<file path="config.mk">
export PLATFORM = sky130hd
export DESIGN_NAME = dma_channel_arbiter
export DESIGN_NICKNAME = d
export VERILOG_FILES = /design/src/hdl/dma_arb_pkg.sv /design/src/hdl/dma_channel_arbiter.sv
export SDC_FILE = /design/constraint.sdc
export NUM_CORES = 1
export LEC_CHECK = 0
export ABC_CLOCK_PERIOD_IN_PS = 4100
export BUFFER_PORTS_ARGS = -buffer_cell sky130_fd_sc_hd__buf_4
export CORE_ASPECT_RATIO = 1.2
export CORE_UTILIZATION = 50
export CTS_CLUSTER_SIZE = 14
export DETAILED_ROUTE_END_ITERATION = 10
export GPL_TIMING_DRIVEN = 1
export PLACE_DENSITY = 0.73
export SYNTH_ARGS = -nofsm -noshare
export SYNTH_HDL_FRONTEND = slang
export SYNTH_SLANG_ARGS = --single-unit
export TNS_END_PERCENT = 20
</file>
<file path="constraint.sdc">
create_clock -name hclk -period 4.1 [get_ports hclk]
set_input_delay 0.82 -clock hclk [delete_from_list [all_inputs] [get_ports hclk]]
set_output_delay 0.82 -clock hclk [all_outputs]
set_load 0.005 [all_outputs]
</file>
<file path="src/hdl/dma_arb_pkg.sv">
/*
  Shared constants of the channel request and arbitration block.
  Assumes one 20 MHz clock and an AHB-Lite register bus.
*/
`default_nettype none
package dma_arb_pkg;
  localparam int NUM_CH = 32;
  localparam int CH_W = 5;
  localparam int CNT_W = 11;
  localparam int ARB_W = 4;
  // Register byte offsets
  localparam logic [7:0] OFS_ENA_SET = 8'h00;
  localparam logic [7:0] OFS_ENA_CLR = 8'h04;
  localparam logic [7:0] OFS_PRIO_SET = 8'h08;
  localparam logic [7:0] OFS_PRIO_CLR = 8'h0c;
  localparam logic [7:0] OFS_BURST_SET = 8'h10;
  localparam logic [7:0] OFS_BURST_CLR = 8'h14;
  localparam logic [7:0] OFS_MASK_SET = 8'h18;
  localparam logic [7:0] OFS_MASK_CLR = 8'h1c;
  localparam logic [7:0] OFS_SW_REQ = 8'h20;
  localparam logic [7:0] OFS_STATUS = 8'h24;
  localparam logic [7:0] OFS_PERIPH = 8'h28;
  // Channels wired to serial peripherals, and the software-only channel
  localparam int CH_ASYNC0_RX = 8;
  localparam int CH_ASYNC0_TX = 9;
  localparam int CH_SYNC_RX = 10;
  localparam int CH_SYNC_TX = 11;
  localparam int CH_ASYNC1_RX = 22;
  localparam int CH_ASYNC1_TX = 23;
  localparam int CH_SW_ONLY = 30;
  localparam logic [31:0] PERIPH_MASK = (32'h1 << CH_ASYNC0_RX) | (32'h1 << CH_ASYNC0_TX)
    | (32'h1 << CH_SYNC_RX) | (32'h1 << CH_SYNC_TX)
    | (32'h1 << CH_ASYNC1_RX) | (32'h1 << CH_ASYNC1_TX);
  localparam logic [ARB_W-1:0] ARB_LOG2_MAX = 4'ha;
  localparam logic [1:0] HTRANS_NONSEQ = 2'h2;
  localparam logic [1:0] HTRANS_SEQ = 2'h3;
  localparam logic [1:0] SIZE_BYTE = 2'h0;
  localparam logic [1:0] SIZE_HALF = 2'h1;
  localparam logic [1:0] SIZE_WORD = 2'h2;
  localparam logic [1:0] INC_NONE = 2'h3;
  typedef enum logic [1:0] {ST_IDLE, ST_FETCH, ST_MOVE, ST_WBACK} arb_state_t;
endpackage : dma_arb_pkg
`default_nettype wire

</file>
<file path="src/hdl/dma_channel_arbiter.sv">
/*
  Channel request handling and priority arbitration for a 32-channel DMA.
  Assumes: AHB-Lite single-slave bus on hclk; peripheral requests, the
  control-structure reader and the processor bus request on the same clock.
*/
// Operation
// Thirty-two channels, each with own request, configuration and operation.
// Channels 8-11, 22, 23 serve serial ports; channel 30 is software only.
// Channels without a peripheral stay usable for software requests.
// Within one level the lower channel number wins.
// A high priority channel outranks all default priority channels.
// High priority channels are ordered by channel number among themselves.
// Priority bit set by write-one set register, cleared by clear register.
// Arbitrate among all requesting channels; serve highest effective priority.
// Arbitration size per channel is 1 to 1024 items per burst.
// After an arbitration size of items, rearbitrate among requesters.
// A started burst is never pre-empted by higher priority requests.
// The processor always wins the bus; moves stall mid-burst and resume.
// Peripherals may raise single requests, burst requests, or both.
// With burst and single both raised, the burst request is served.
// Async port raises single on FIFO room, burst on trigger level.
// Sync port raises single on FIFO room, burst at four entries.
// Item width is 8, 16 or 32 bits per channel.
// Source and destination step byte, half-word, word or stay fixed.
// Peripheral requests maskable; software may request any channel.
// Completion raises a separate per-channel interrupt.
// Channel setup comes from control structures in system memory.
// Single request alone moves exactly one item, then waits.
// Burst moves the lesser of arbitration size and items remaining.
// Burst-only channels ignore single requests.
// Completing the whole transfer clears the channel enable.
// With no pending enabled request the arbiter stays idle.
`timescale 1ns/1ps
`default_nettype none
module dma_channel_arbiter
  import dma_arb_pkg::*;
(
  input wire logic hclk,
  input wire logic hresetn,
  input wire logic hsel,
  input wire logic [31:0] haddr,
  input wire logic [1:0] htrans,
  input wire logic hwrite,
  input wire logic [2:0] hsize,
  input wire logic [31:0] hwdata,
  input wire logic hready,
  output logic [31:0] hrdata,
  output logic hreadyout,
  output logic hresp,
  input wire logic [dma_arb_pkg::NUM_CH-1:0] single_req,
  input wire logic [dma_arb_pkg::NUM_CH-1:0] burst_req,
  input wire logic cpu_bus_req,
  output logic ctl_rd_req,
  output logic [dma_arb_pkg::CH_W-1:0] ctl_chan,
  input wire logic ctl_rd_valid,
  input wire logic [dma_arb_pkg::CNT_W-1:0] ctl_count,
  input wire logic [dma_arb_pkg::ARB_W-1:0] ctl_arb_log2,
  input wire logic [1:0] ctl_item_size,
  input wire logic [1:0] ctl_src_inc,
  input wire logic [1:0] ctl_dst_inc,
  output logic ctl_wr_valid,
  output logic [dma_arb_pkg::CNT_W-1:0] ctl_wr_count,
  output logic xfer_valid,
  output logic [dma_arb_pkg::CH_W-1:0] xfer_chan,
  output logic [1:0] xfer_size,
  output logic [1:0] xfer_src_inc,
  output logic [1:0] xfer_dst_inc,
  output logic [dma_arb_pkg::NUM_CH-1:0] done_irq
);
  import dma_arb_pkg::*;

  // ************************************************************
  // Register bus
  // ************************************************************
  logic wr_pend_r;
  logic [7:0] wr_addr_r;
  logic [NUM_CH-1:0] enable_r;
  logic [NUM_CH-1:0] prio_r;
  logic [NUM_CH-1:0] burst_only_r;
  logic [NUM_CH-1:0] mask_r;
  logic [NUM_CH-1:0] sw_pend_r;
  logic [NUM_CH-1:0] req_win;
  arb_state_t state_r;
  logic [CH_W-1:0] cur_chan_r;
  logic [CNT_W-1:0] remain_r;
  logic [CNT_W-1:0] burst_left_r;
  logic is_burst_r;
  logic addr_ok;
  logic [31:0] rd_nxt;

  assign addr_ok = hsel && hready && (htrans == HTRANS_NONSEQ || htrans == HTRANS_SEQ);
  assign hreadyout = 1'b1;
  assign hresp = 1'b0;

  always_ff @(posedge hclk or negedge hresetn) begin
    if (!hresetn) begin
      wr_pend_r <= 1'b0;
      wr_addr_r <= 8'h00;
    end else begin
      wr_pend_r <= addr_ok && hwrite;
      wr_addr_r <= haddr[7:0];
    end
  end

  function automatic logic wr_at(input logic [7:0] ofs);
    wr_at = wr_pend_r && (wr_addr_r == ofs);
  endfunction : wr_at

  always_comb begin
    unique case (haddr[7:0])
      OFS_ENA_SET: rd_nxt = enable_r;
      OFS_PRIO_SET: rd_nxt = prio_r;
      OFS_BURST_SET: rd_nxt = burst_only_r;
      OFS_MASK_SET: rd_nxt = mask_r;
      OFS_SW_REQ: rd_nxt = sw_pend_r;
      OFS_STATUS: rd_nxt = {22'h0, cur_chan_r, is_burst_r, 2'(state_r), 1'b0, |req_win};
      OFS_PERIPH: rd_nxt = PERIPH_MASK;
      default: rd_nxt = 32'h0;
    endcase
  end

  always_ff @(posedge hclk or negedge hresetn) begin
    if (!hresetn) begin
      hrdata <= 32'h0;
    end else if (addr_ok && !hwrite) begin
      hrdata <= rd_nxt;
    end
  end

  // ************************************************************
  // Channel control bits
  // ************************************************************
  logic fin_ch;
  logic [NUM_CH-1:0] fin_vec;
  logic grant;
  logic [CH_W-1:0] win_chan;
  logic [NUM_CH-1:0] grant_vec;

  assign fin_vec = fin_ch ? (NUM_CH'(1) << cur_chan_r) : '0;
  assign grant_vec = grant ? (NUM_CH'(1) << win_chan) : '0;

  always_ff @(posedge hclk or negedge hresetn) begin
    if (!hresetn) begin
      enable_r <= '0;
    end else begin
      // Auto-clear on completion; a set written in the same cycle wins
      enable_r <= (enable_r & ~fin_vec & ~(wr_at(OFS_ENA_CLR) ? hwdata : '0))
                  | (wr_at(OFS_ENA_SET) ? hwdata : '0);
    end
  end

  always_ff @(posedge hclk or negedge hresetn) begin
    if (!hresetn) begin
      prio_r <= '0;
    end else if (wr_at(OFS_PRIO_SET)) begin
      prio_r <= prio_r | hwdata;
    end else if (wr_at(OFS_PRIO_CLR)) begin
      prio_r <= prio_r & ~hwdata;
    end
  end

  always_ff @(posedge hclk or negedge hresetn) begin
    if (!hresetn) begin
      burst_only_r <= '0;
    end else if (wr_at(OFS_BURST_SET)) begin
      burst_only_r <= burst_only_r | hwdata;
    end else if (wr_at(OFS_BURST_CLR)) begin
      burst_only_r <= burst_only_r & ~hwdata;
    end
  end

  always_ff @(posedge hclk or negedge hresetn) begin
    if (!hresetn) begin
      mask_r <= '0;
    end else if (wr_at(OFS_MASK_SET)) begin
      mask_r <= mask_r | hwdata;
    end else if (wr_at(OFS_MASK_CLR)) begin
      mask_r <= mask_r & ~hwdata;
    end
  end

  always_ff @(posedge hclk or negedge hresetn) begin
    if (!hresetn) begin
      sw_pend_r <= '0;
    end else begin
      // Software request held until granted; new write wins over the grant
      sw_pend_r <= (sw_pend_r & ~grant_vec) | (wr_at(OFS_SW_REQ) ? hwdata : '0);
    end
  end

  // ************************************************************
  // Request qualification and arbitration
  // ************************************************************
  logic [NUM_CH-1:0] hw_burst;
  logic [NUM_CH-1:0] hw_single;
  logic [NUM_CH-1:0] hi_req;
  logic win_burst;

  genvar gi;
  generate
    for (gi = 0; gi < NUM_CH; gi++) begin : g_chan
      // Only peripheral-wired channels see hardware requests
      assign hw_burst[gi] = PERIPH_MASK[gi] && !mask_r[gi] && burst_req[gi];
      assign hw_single[gi] = PERIPH_MASK[gi] && !mask_r[gi] && single_req[gi]
                             && !burst_only_r[gi];
      assign req_win[gi] = enable_r[gi] && (hw_burst[gi] || hw_single[gi] || sw_pend_r[gi]);
    end
  endgenerate

  assign hi_req = req_win & prio_r;

  always_comb begin
    win_chan = '0;
    // Descending scan leaves the lowest number; high level checked last and overrides
    for (int i = NUM_CH - 1; i >= 0; i--) begin
      if (req_win[i]) begin
        win_chan = CH_W'(i);
      end
    end
    if (|hi_req) begin
      for (int i = NUM_CH - 1; i >= 0; i--) begin
        if (hi_req[i]) begin
          win_chan = CH_W'(i);
        end
      end
    end
  end

  // Burst beats single when both raised
  assign win_burst = hw_burst[win_chan] || sw_pend_r[win_chan];
  assign grant = (state_r == ST_IDLE) && (|req_win);

  // ************************************************************
  // Transfer sequencing
  // ************************************************************
  logic item_done;
  logic [CNT_W-1:0] arb_items;
  logic [ARB_W-1:0] arb_log2;

  assign arb_log2 = (ctl_arb_log2 > ARB_LOG2_MAX) ? ARB_LOG2_MAX : ctl_arb_log2;
  assign arb_items = CNT_W'(1) << arb_log2;
  // Processor owns the bus whenever it asks, even mid-burst
  assign item_done = (state_r == ST_MOVE) && !cpu_bus_req;
  assign xfer_valid = item_done;
  assign ctl_rd_req = (state_r == ST_FETCH);
  assign ctl_chan = cur_chan_r;
  assign fin_ch = ((state_r == ST_FETCH) && ctl_rd_valid && ctl_count == '0)
                  || ((state_r == ST_WBACK) && remain_r == '0);

  always_ff @(posedge hclk or negedge hresetn) begin
    if (!hresetn) begin
      state_r <= ST_IDLE;
      cur_chan_r <= '0;
      is_burst_r <= 1'b0;
    end else begin
      unique case (state_r)
        ST_IDLE: begin
          if (grant) begin
            cur_chan_r <= win_chan;
            is_burst_r <= win_burst;
            state_r <= ST_FETCH;
          end
        end
        ST_FETCH: begin
          if (ctl_rd_valid) begin
            state_r <= (ctl_count == '0) ? ST_IDLE : ST_MOVE;
          end
        end
        ST_MOVE: begin
          // Burst runs to its end regardless of new requests
          if (item_done && (burst_left_r == CNT_W'(1) || remain_r == CNT_W'(1))) begin
            state_r <= ST_WBACK;
          end
        end
        ST_WBACK: begin
          state_r <= ST_IDLE;
        end
      endcase
    end
  end

  always_ff @(posedge hclk or negedge hresetn) begin
    if (!hresetn) begin
      remain_r <= '0;
      burst_left_r <= '0;
    end else if (state_r == ST_FETCH && ctl_rd_valid) begin
      remain_r <= ctl_count;
      burst_left_r <= is_burst_r ? arb_items : CNT_W'(1);
    end else if (item_done) begin
      remain_r <= remain_r - CNT_W'(1);
      burst_left_r <= burst_left_r - CNT_W'(1);
    end
  end

  always_ff @(posedge hclk or negedge hresetn) begin
    if (!hresetn) begin
      xfer_chan <= '0;
      xfer_size <= SIZE_BYTE;
      xfer_src_inc <= INC_NONE;
      xfer_dst_inc <= INC_NONE;
    end else if (state_r == ST_FETCH && ctl_rd_valid) begin
      xfer_chan <= cur_chan_r;
      xfer_size <= (ctl_item_size > SIZE_WORD) ? SIZE_WORD : ctl_item_size;
      xfer_src_inc <= ctl_src_inc;
      xfer_dst_inc <= ctl_dst_inc;
    end
  end

  always_ff @(posedge hclk or negedge hresetn) begin
    if (!hresetn) begin
      ctl_wr_valid <= 1'b0;
      ctl_wr_count <= '0;
      done_irq <= '0;
    end else begin
      ctl_wr_valid <= item_done && (state_r == ST_MOVE)
                      && (burst_left_r == CNT_W'(1) || remain_r == CNT_W'(1));
      ctl_wr_count <= remain_r - (item_done ? CNT_W'(1) : CNT_W'(0));
      done_irq <= fin_vec;
    end
  end
endmodule : dma_channel_arbiter
`default_nettype wire

</file>
## Yosys cells after proc, flatten, opt, wreduce, memory -nomap -nowiden

Index checks and enable logic that the tools add are counted.

| operators by class | value |
|---|---|
| add/subtract/negate cells | 3 |
| bitwise operators | 16 |
| $lt $le $gt $ge | 3 |
| muxes and demuxes | 94 |
| reductions and logical operators | 114 |
| equal/unequal tests | 24 |
| shift operators | 3 |

Operator list:

| operator | count |
|---|---|
| $mux 32 | 11 |
| $mux 5 | 65 |
| $and 32x32->32 | 7 |
| $pmux 32 s7 | 1 |
| $or 32x32->32 | 5 |
| $not 32->32 | 4 |
| $logic_and 1x1->1 | 71 |
| $reduce_or 32->1 | 2 |
| $shl 1x5->32 const A | 2 |
| $mux 11 | 5 |
| $eq 8x5->1 const B | 6 |
| $eq 8x6->1 const B | 4 |
| $eq 8x4->1 const B | 3 |
| $eq 11x1->1 const B | 2 |
| $logic_not 11->1 | 2 |
| $sub 11x1->11 const B | 2 |
| $logic_not 8->1 | 2 |
| $logic_or 1x1->1 | 16 |
| $logic_not 1->1 | 14 |
| $shl 1x4->11 const A | 1 |
| $sub 11x1->11 | 1 |
| $bmux 1 s5 | 2 |
| $mux 2 | 5 |
| $eq 2x2->1 const B | 4 |
| 14 further kinds | 20 |

| storage, ports and cells | value |
|---|---|
| logic and storage cells | 277 |
| register bits | 286 |
| output and inout bits | 96 |

## Depth between registers and ports, before layout

| depth | value |
|---|---|
| word-level depth | 71 |
| mapped depth | 11 |

## Worst setup path before layout

No wires, ideal clock.

| timing | value |
|---|---|
| path kind | input -> register |
| start | input burst_req[11] in the netlist's numbering |
| end | register is_burst_r |
| arrival | 3106 ps |
| buffers on the path | 0 |
| path slack | 907 ps |
| stages | 9 |
| path through | or2_1 -> o2111ai_1 -> nand4_2 -> or4_4 -> and2_4 -> a41oi_4 -> mux2_1 -> and3_1 -> a211oi_2 |

| on the way | value |
|---|---|
| cells in the longest elaborated chain, start to end | 52 |

RTL lines:

| element | line | source |
|---|---|---|
| start, declared | dma_channel_arbiter.sv:51 | `input wire logic [dma_arb_pkg::NUM_CH-1:0] burst_req,` |
| $logic_and 1x1->1 * | dma_channel_arbiter.sv:203 | `assign hw_burst[gi] = PERIPH_MASK[gi] && !mask_r[gi] && burst_req[gi];` |
| $logic_or 1x1->1 (2 in a row) | dma_channel_arbiter.sv:206 | `assign req_win[gi] = enable_r[gi] && (hw_burst[gi] \|\| hw_single[gi] \|\| sw_pend_r[gi]);` |
| $logic_and 1x1->1 | dma_channel_arbiter.sv:206 |  |
| $mux 5 (12 in a row) | dma_channel_arbiter.sv:216 | `if (req_win[i]) begin` |
| $mux 5 (32 in a row) | dma_channel_arbiter.sv:222 | `if (hi_req[i]) begin` |
| $mux 5 | dma_channel_arbiter.sv:220 | `if (\|hi_req) begin` |
| $bmux 1 s5 | dma_channel_arbiter.sv:230 | `assign win_burst = hw_burst[win_chan] \|\| sw_pend_r[win_chan];` |
| $mux 1 (not written as such) | dma_channel_arbiter.sv:230 |  |
| $logic_or 1x1->1 | dma_channel_arbiter.sv:230 |  |
| end signal, assigned | dma_channel_arbiter.sv:260 | `is_burst_r <= win_burst;` |
| end, declared | dma_channel_arbiter.sv:87 | `logic is_burst_r;` |

Every way passes the cells marked *; elsewhere a longest branch is shown, timed or not. The select of a mux whose other input is x is not followed.
A chain may end at the register's enable or synchronous reset.

## Worst setup path after layout

| timing | value |
|---|---|
| start | register remain_r[4] |
| end | register enable_r[6] |

| on the way | value |
|---|---|
| cells in the longest elaborated chain, start to end | 8 |

RTL lines:

| element | line | source |
|---|---|---|
| start, declared | dma_channel_arbiter.sv:85 | `logic [CNT_W-1:0] remain_r;` |
| start signal, assigned | dma_channel_arbiter.sv:287 | `remain_r <= ctl_count;` |
| start signal, assigned | dma_channel_arbiter.sv:290 | `remain_r <= remain_r - CNT_W'(1);` |
| $logic_not 11->1 | dma_channel_arbiter.sv:248 | `\|\| ((state_r == ST_WBACK) && remain_r == '0);` |
| $logic_and 1x1->1 | dma_channel_arbiter.sv:248 |  |
| $logic_or 1x1->1 | dma_channel_arbiter.sv:248 |  |
| $mux 32 | dma_channel_arbiter.sv:139 | `assign fin_vec = fin_ch ? (NUM_CH'(1) << cur_chan_r) : '0;` |
| named net fin_vec[6] | dma_channel_arbiter.sv:134 | `logic [NUM_CH-1:0] fin_vec;` |
| $not 32->32 | dma_channel_arbiter.sv:147 | `enable_r <= (enable_r & ~fin_vec & ~(wr_at(OFS_ENA_CLR) ? hwdata : '0))` |
| $and 32x32->32 (2 in a row) | dma_channel_arbiter.sv:147 |  |
| $or 32x32->32 | dma_channel_arbiter.sv:148 | `\| (wr_at(OFS_ENA_SET) ? hwdata : '0);` |
| end signal, assigned | dma_channel_arbiter.sv:147 |  |
| end, declared | dma_channel_arbiter.sv:77 | `logic [NUM_CH-1:0] enable_r;` |

The timed path passes the listed nets, and every way through them passes these cells.

==> results.yml <==
sta:
  tightest_slew_ns: 1.06
  finalHoldViolCount: 0
  skew_ns: 0.00894
  min_period_ns: 3.43
  post-route-period-util: 0.838
  clock.fmax_ghz: 0.291
  slew_headroom: 0.286
  rsz0062_at_grt: "no"
  setup_viol: 0
  hold_ws_ns: 0.212
  fin_setup_tns_ns: 0
  setup_ws_ns: 0.665
  drv_slew: 0
finish:
  final_layout_size_suffix_gt1_frac: 0.200
  layout.cells.non_filler: 2012
  diodes: 0
  regArea_um2: 7160
  fin_nets: 1783
  syn_to_final_growth_pct: 19.3
  multi_input_area_um2: 6460
  fillers: 2293
job:
  maxCapViolCount: 0
synth:
  yosys-top-cells-area: "dfrtp_1 50%, nand2_1 8.5%, mux4_2 5.1%, a21oi_1 4.3%, a31oi_1 3.8%"
  synth_area_um2: 14000
  yosys_register_bits: 286
  synth_nets: 1639
  ys.flop_type: "dfrtp_1"
  ys_seq_area_frac: 0.511
  ys_types: 80
  synth-edff-count: 0
  syn_avg_cell_area_um2: 9.53
  syn_inst: 1472
  ys_warn_count: 0
  yosysTopAreaCellShare: 0.503
  synth-async-reset-ratio: 1.00
  synth_top_area_cell: "dfrtp_1"
route:
  wirelength_um: 43200
  viasPerCell: 6.15
  drcViolationCount: 0
  ant_nets: 0
  wire_per_inst_um: 21.5
  vias: 12400
  dr.pass1.iters: 6
  drtIter0Drc: 1296
cts:
  clk_latency_ns: 0.57
  ctsHtreeMaxLevel: 1
  cts_setup_buffers: 0
  cts-buffers-inserted: 29
  cts_resized: 0
  cts.path.max_buffers: 3
  holdBufCountCts: 0
  tritoncts: "built"
  cts.sinks: 286
  clock-root-buffer: "clkbuf_16"
  clkSlewWorstSetupHoldPaths_ns: 0.07
worst_setup_path:
  cp_max_fo: 5
  cp_common_cell: "nor2b_1"
  path_class: "reg -> reg"
  crit_chain: "nor4_1 > buf_4 > nor2b_1 > nor2b_1 > and2b_1 > nand2b_1 > o31ai_1 > and2_1 > nand3_1 > nor2_1 > o21ai_0"
  worst_ep_arrival_time_ns: 3.87
  critPathRequiredTime_ns: 4.53
  max_stage_delay_ns: 0.43
  cp-start-kind: "flop"
  cp_slowest_cell: "dfrtp_1"
  end_kind: "flop"
die:
  initial_core_util: 0.513
  die_x_um: 155
  dieHeight_um: 185
  core.rowCount: 66
  core_um2: 27300
  dieArea_um2: 28700
  boundaryPins: 257
run_status:
  outcome: "complete, no violations"
global_route:
  antenna_found_initial: 0
  grt_max_degree: 88
  grt_first_pass_wirelength_um: 67500
  grtUsageTotal: 0.305
  first_global_vias: 12100
  grt_overflow_total: 0
place:
  dp_slack_ns: 0.397
  gp_congestion: 0.931
  post-place-cells: 1959
  detailed_place_hpwl_um: 30500
  io_buffers: 174
power_and_ir_drop:
  vdd_drop_max_mv: 0.286
  power_mw: 7.10
  p_leak_nw: 7.53
  power.density_nw_per_um2: 425
worst_hold_path:
  hold_class: "in -> async"
synth_stat cells, drive strengths merged (10+ instances only):
library cell	instances
mux4	32
nor3	15
nand3	40
dfrtp	282
o21ai	103
nor2	89
inv	18
nand2	316
a22oi	28
clkbuf	90
nand2b	19
a31oi	86
nor2b	14
a21oi	120
and2	10
a22o	36
o211ai	10
power breakdown:
group	internal (mW)	leakage, nW	total (mW)	switching, mW
logic	0.506	3.16	1.16	0.655
registers	3.07	3.89	3.31	0.243
clock network	1.51	0.477	2.63	1.12
total	5.09	7.53	7.10	2.01
final cells by class:
class	instances	area share
inverters	18	0.00404
repair buffers	210	0.0969
clock inverters	10	0.00561
well taps	374	0.0280
clock buffers	43	0.0513
flip-flops and latches	286	0.428
multi-input cells	1071	0.386
worst paths after layout:
kind / depth (start not counted) / from / slack (ns) / endpoint
max in group asynchronous: 2 / hresetn / 2.99 / enable_r[24]
hold reg to reg: 2 / xfer_src_inc[1] / 0.46 / xfer_src_inc[1]
hold / removal: 1 / hresetn / 0.21 / wr_addr_r[5]
min in group hclk: 1 / haddr[0] / 0.37 / wr_addr_r[0]
setup reg to reg: 11 / remain_r[4] / 0.67 / enable_r[6]
setup / recovery: 11 / remain_r[4] / 0.67 / enable_r[6]
worst max-delay path, delay by kind of cell, from the launching register on:
family / cells / cell delay [ns]
DFF: 1 / 0.43
buffers and inverters: 1 / 0.18
AOI/OAI and AO/OA: 2 / 0.54
and+or+nand+nor: 8 / 2.15
logic make-up (layout without fill, tap and decap cells):
family,after synthesis,in the layout,synth area share
compound gates,449,449,0.207
xor+xnor,11,11,0.00687
fa+ha+maj,6,6,0.00535
buf+inv,115,281,0.0319
flops,286,286,0.511
mux,44,44,0.0602
other cells,2,2,0.000535
simple gates,559,559,0.178
stage by stage:
step / utilization / instance area, um^2
after floorplan: - / 14000
after global placement: 0.577 / 15800
after detailed placement: 0.577 / 15800
after CTS: 0.612 / 16700
after global routing: 0.612 / 16700
final: 0.612 / 16700
cell usage in the layout, fill, tap and decap left out, types with 5 or more instances in the layout:
master	count
or2_1	6
xnor2_1	9
a21oi_1	120
a22oi_1	28
mux4_2	32
clkinv_2	7
and3_1	5
ha_1	6
nor2_1	83
nand2b_1	19
dfrtp_1	281
inv_1	17
o211a_1	6
o21ai_1	15
clkbuf_16	29
a221oi_1	5
nor3_1	10
nand3_1	39
nand4_1	7
o2111ai_1	7
clkbuf_1	6
nor3_2	5
a22o_1	36
buf_4	206
a211oi_1	6
mux2i_1	9
nor2b_1	14
o211ai_1	9
and2_1	8
a221o_1	6
a31oi_1	85
clkbuf_8	8
nand2_1	316
nor4_1	9
o21ai_0	88
layer usage:
layer | GRT usage | share of wire | up-vias
li1 | - | - | 5626
met1 | 0.379 | 0.39 | 6022
met2 | 0.517 | 0.48 | 591
met3 | 0.0466 | 0.073 | 126
met4 | 0.155 | 0.051 | 0
met5 | 0 | 0 | -
No activity file was read; power rests on OpenSTA's default activity.
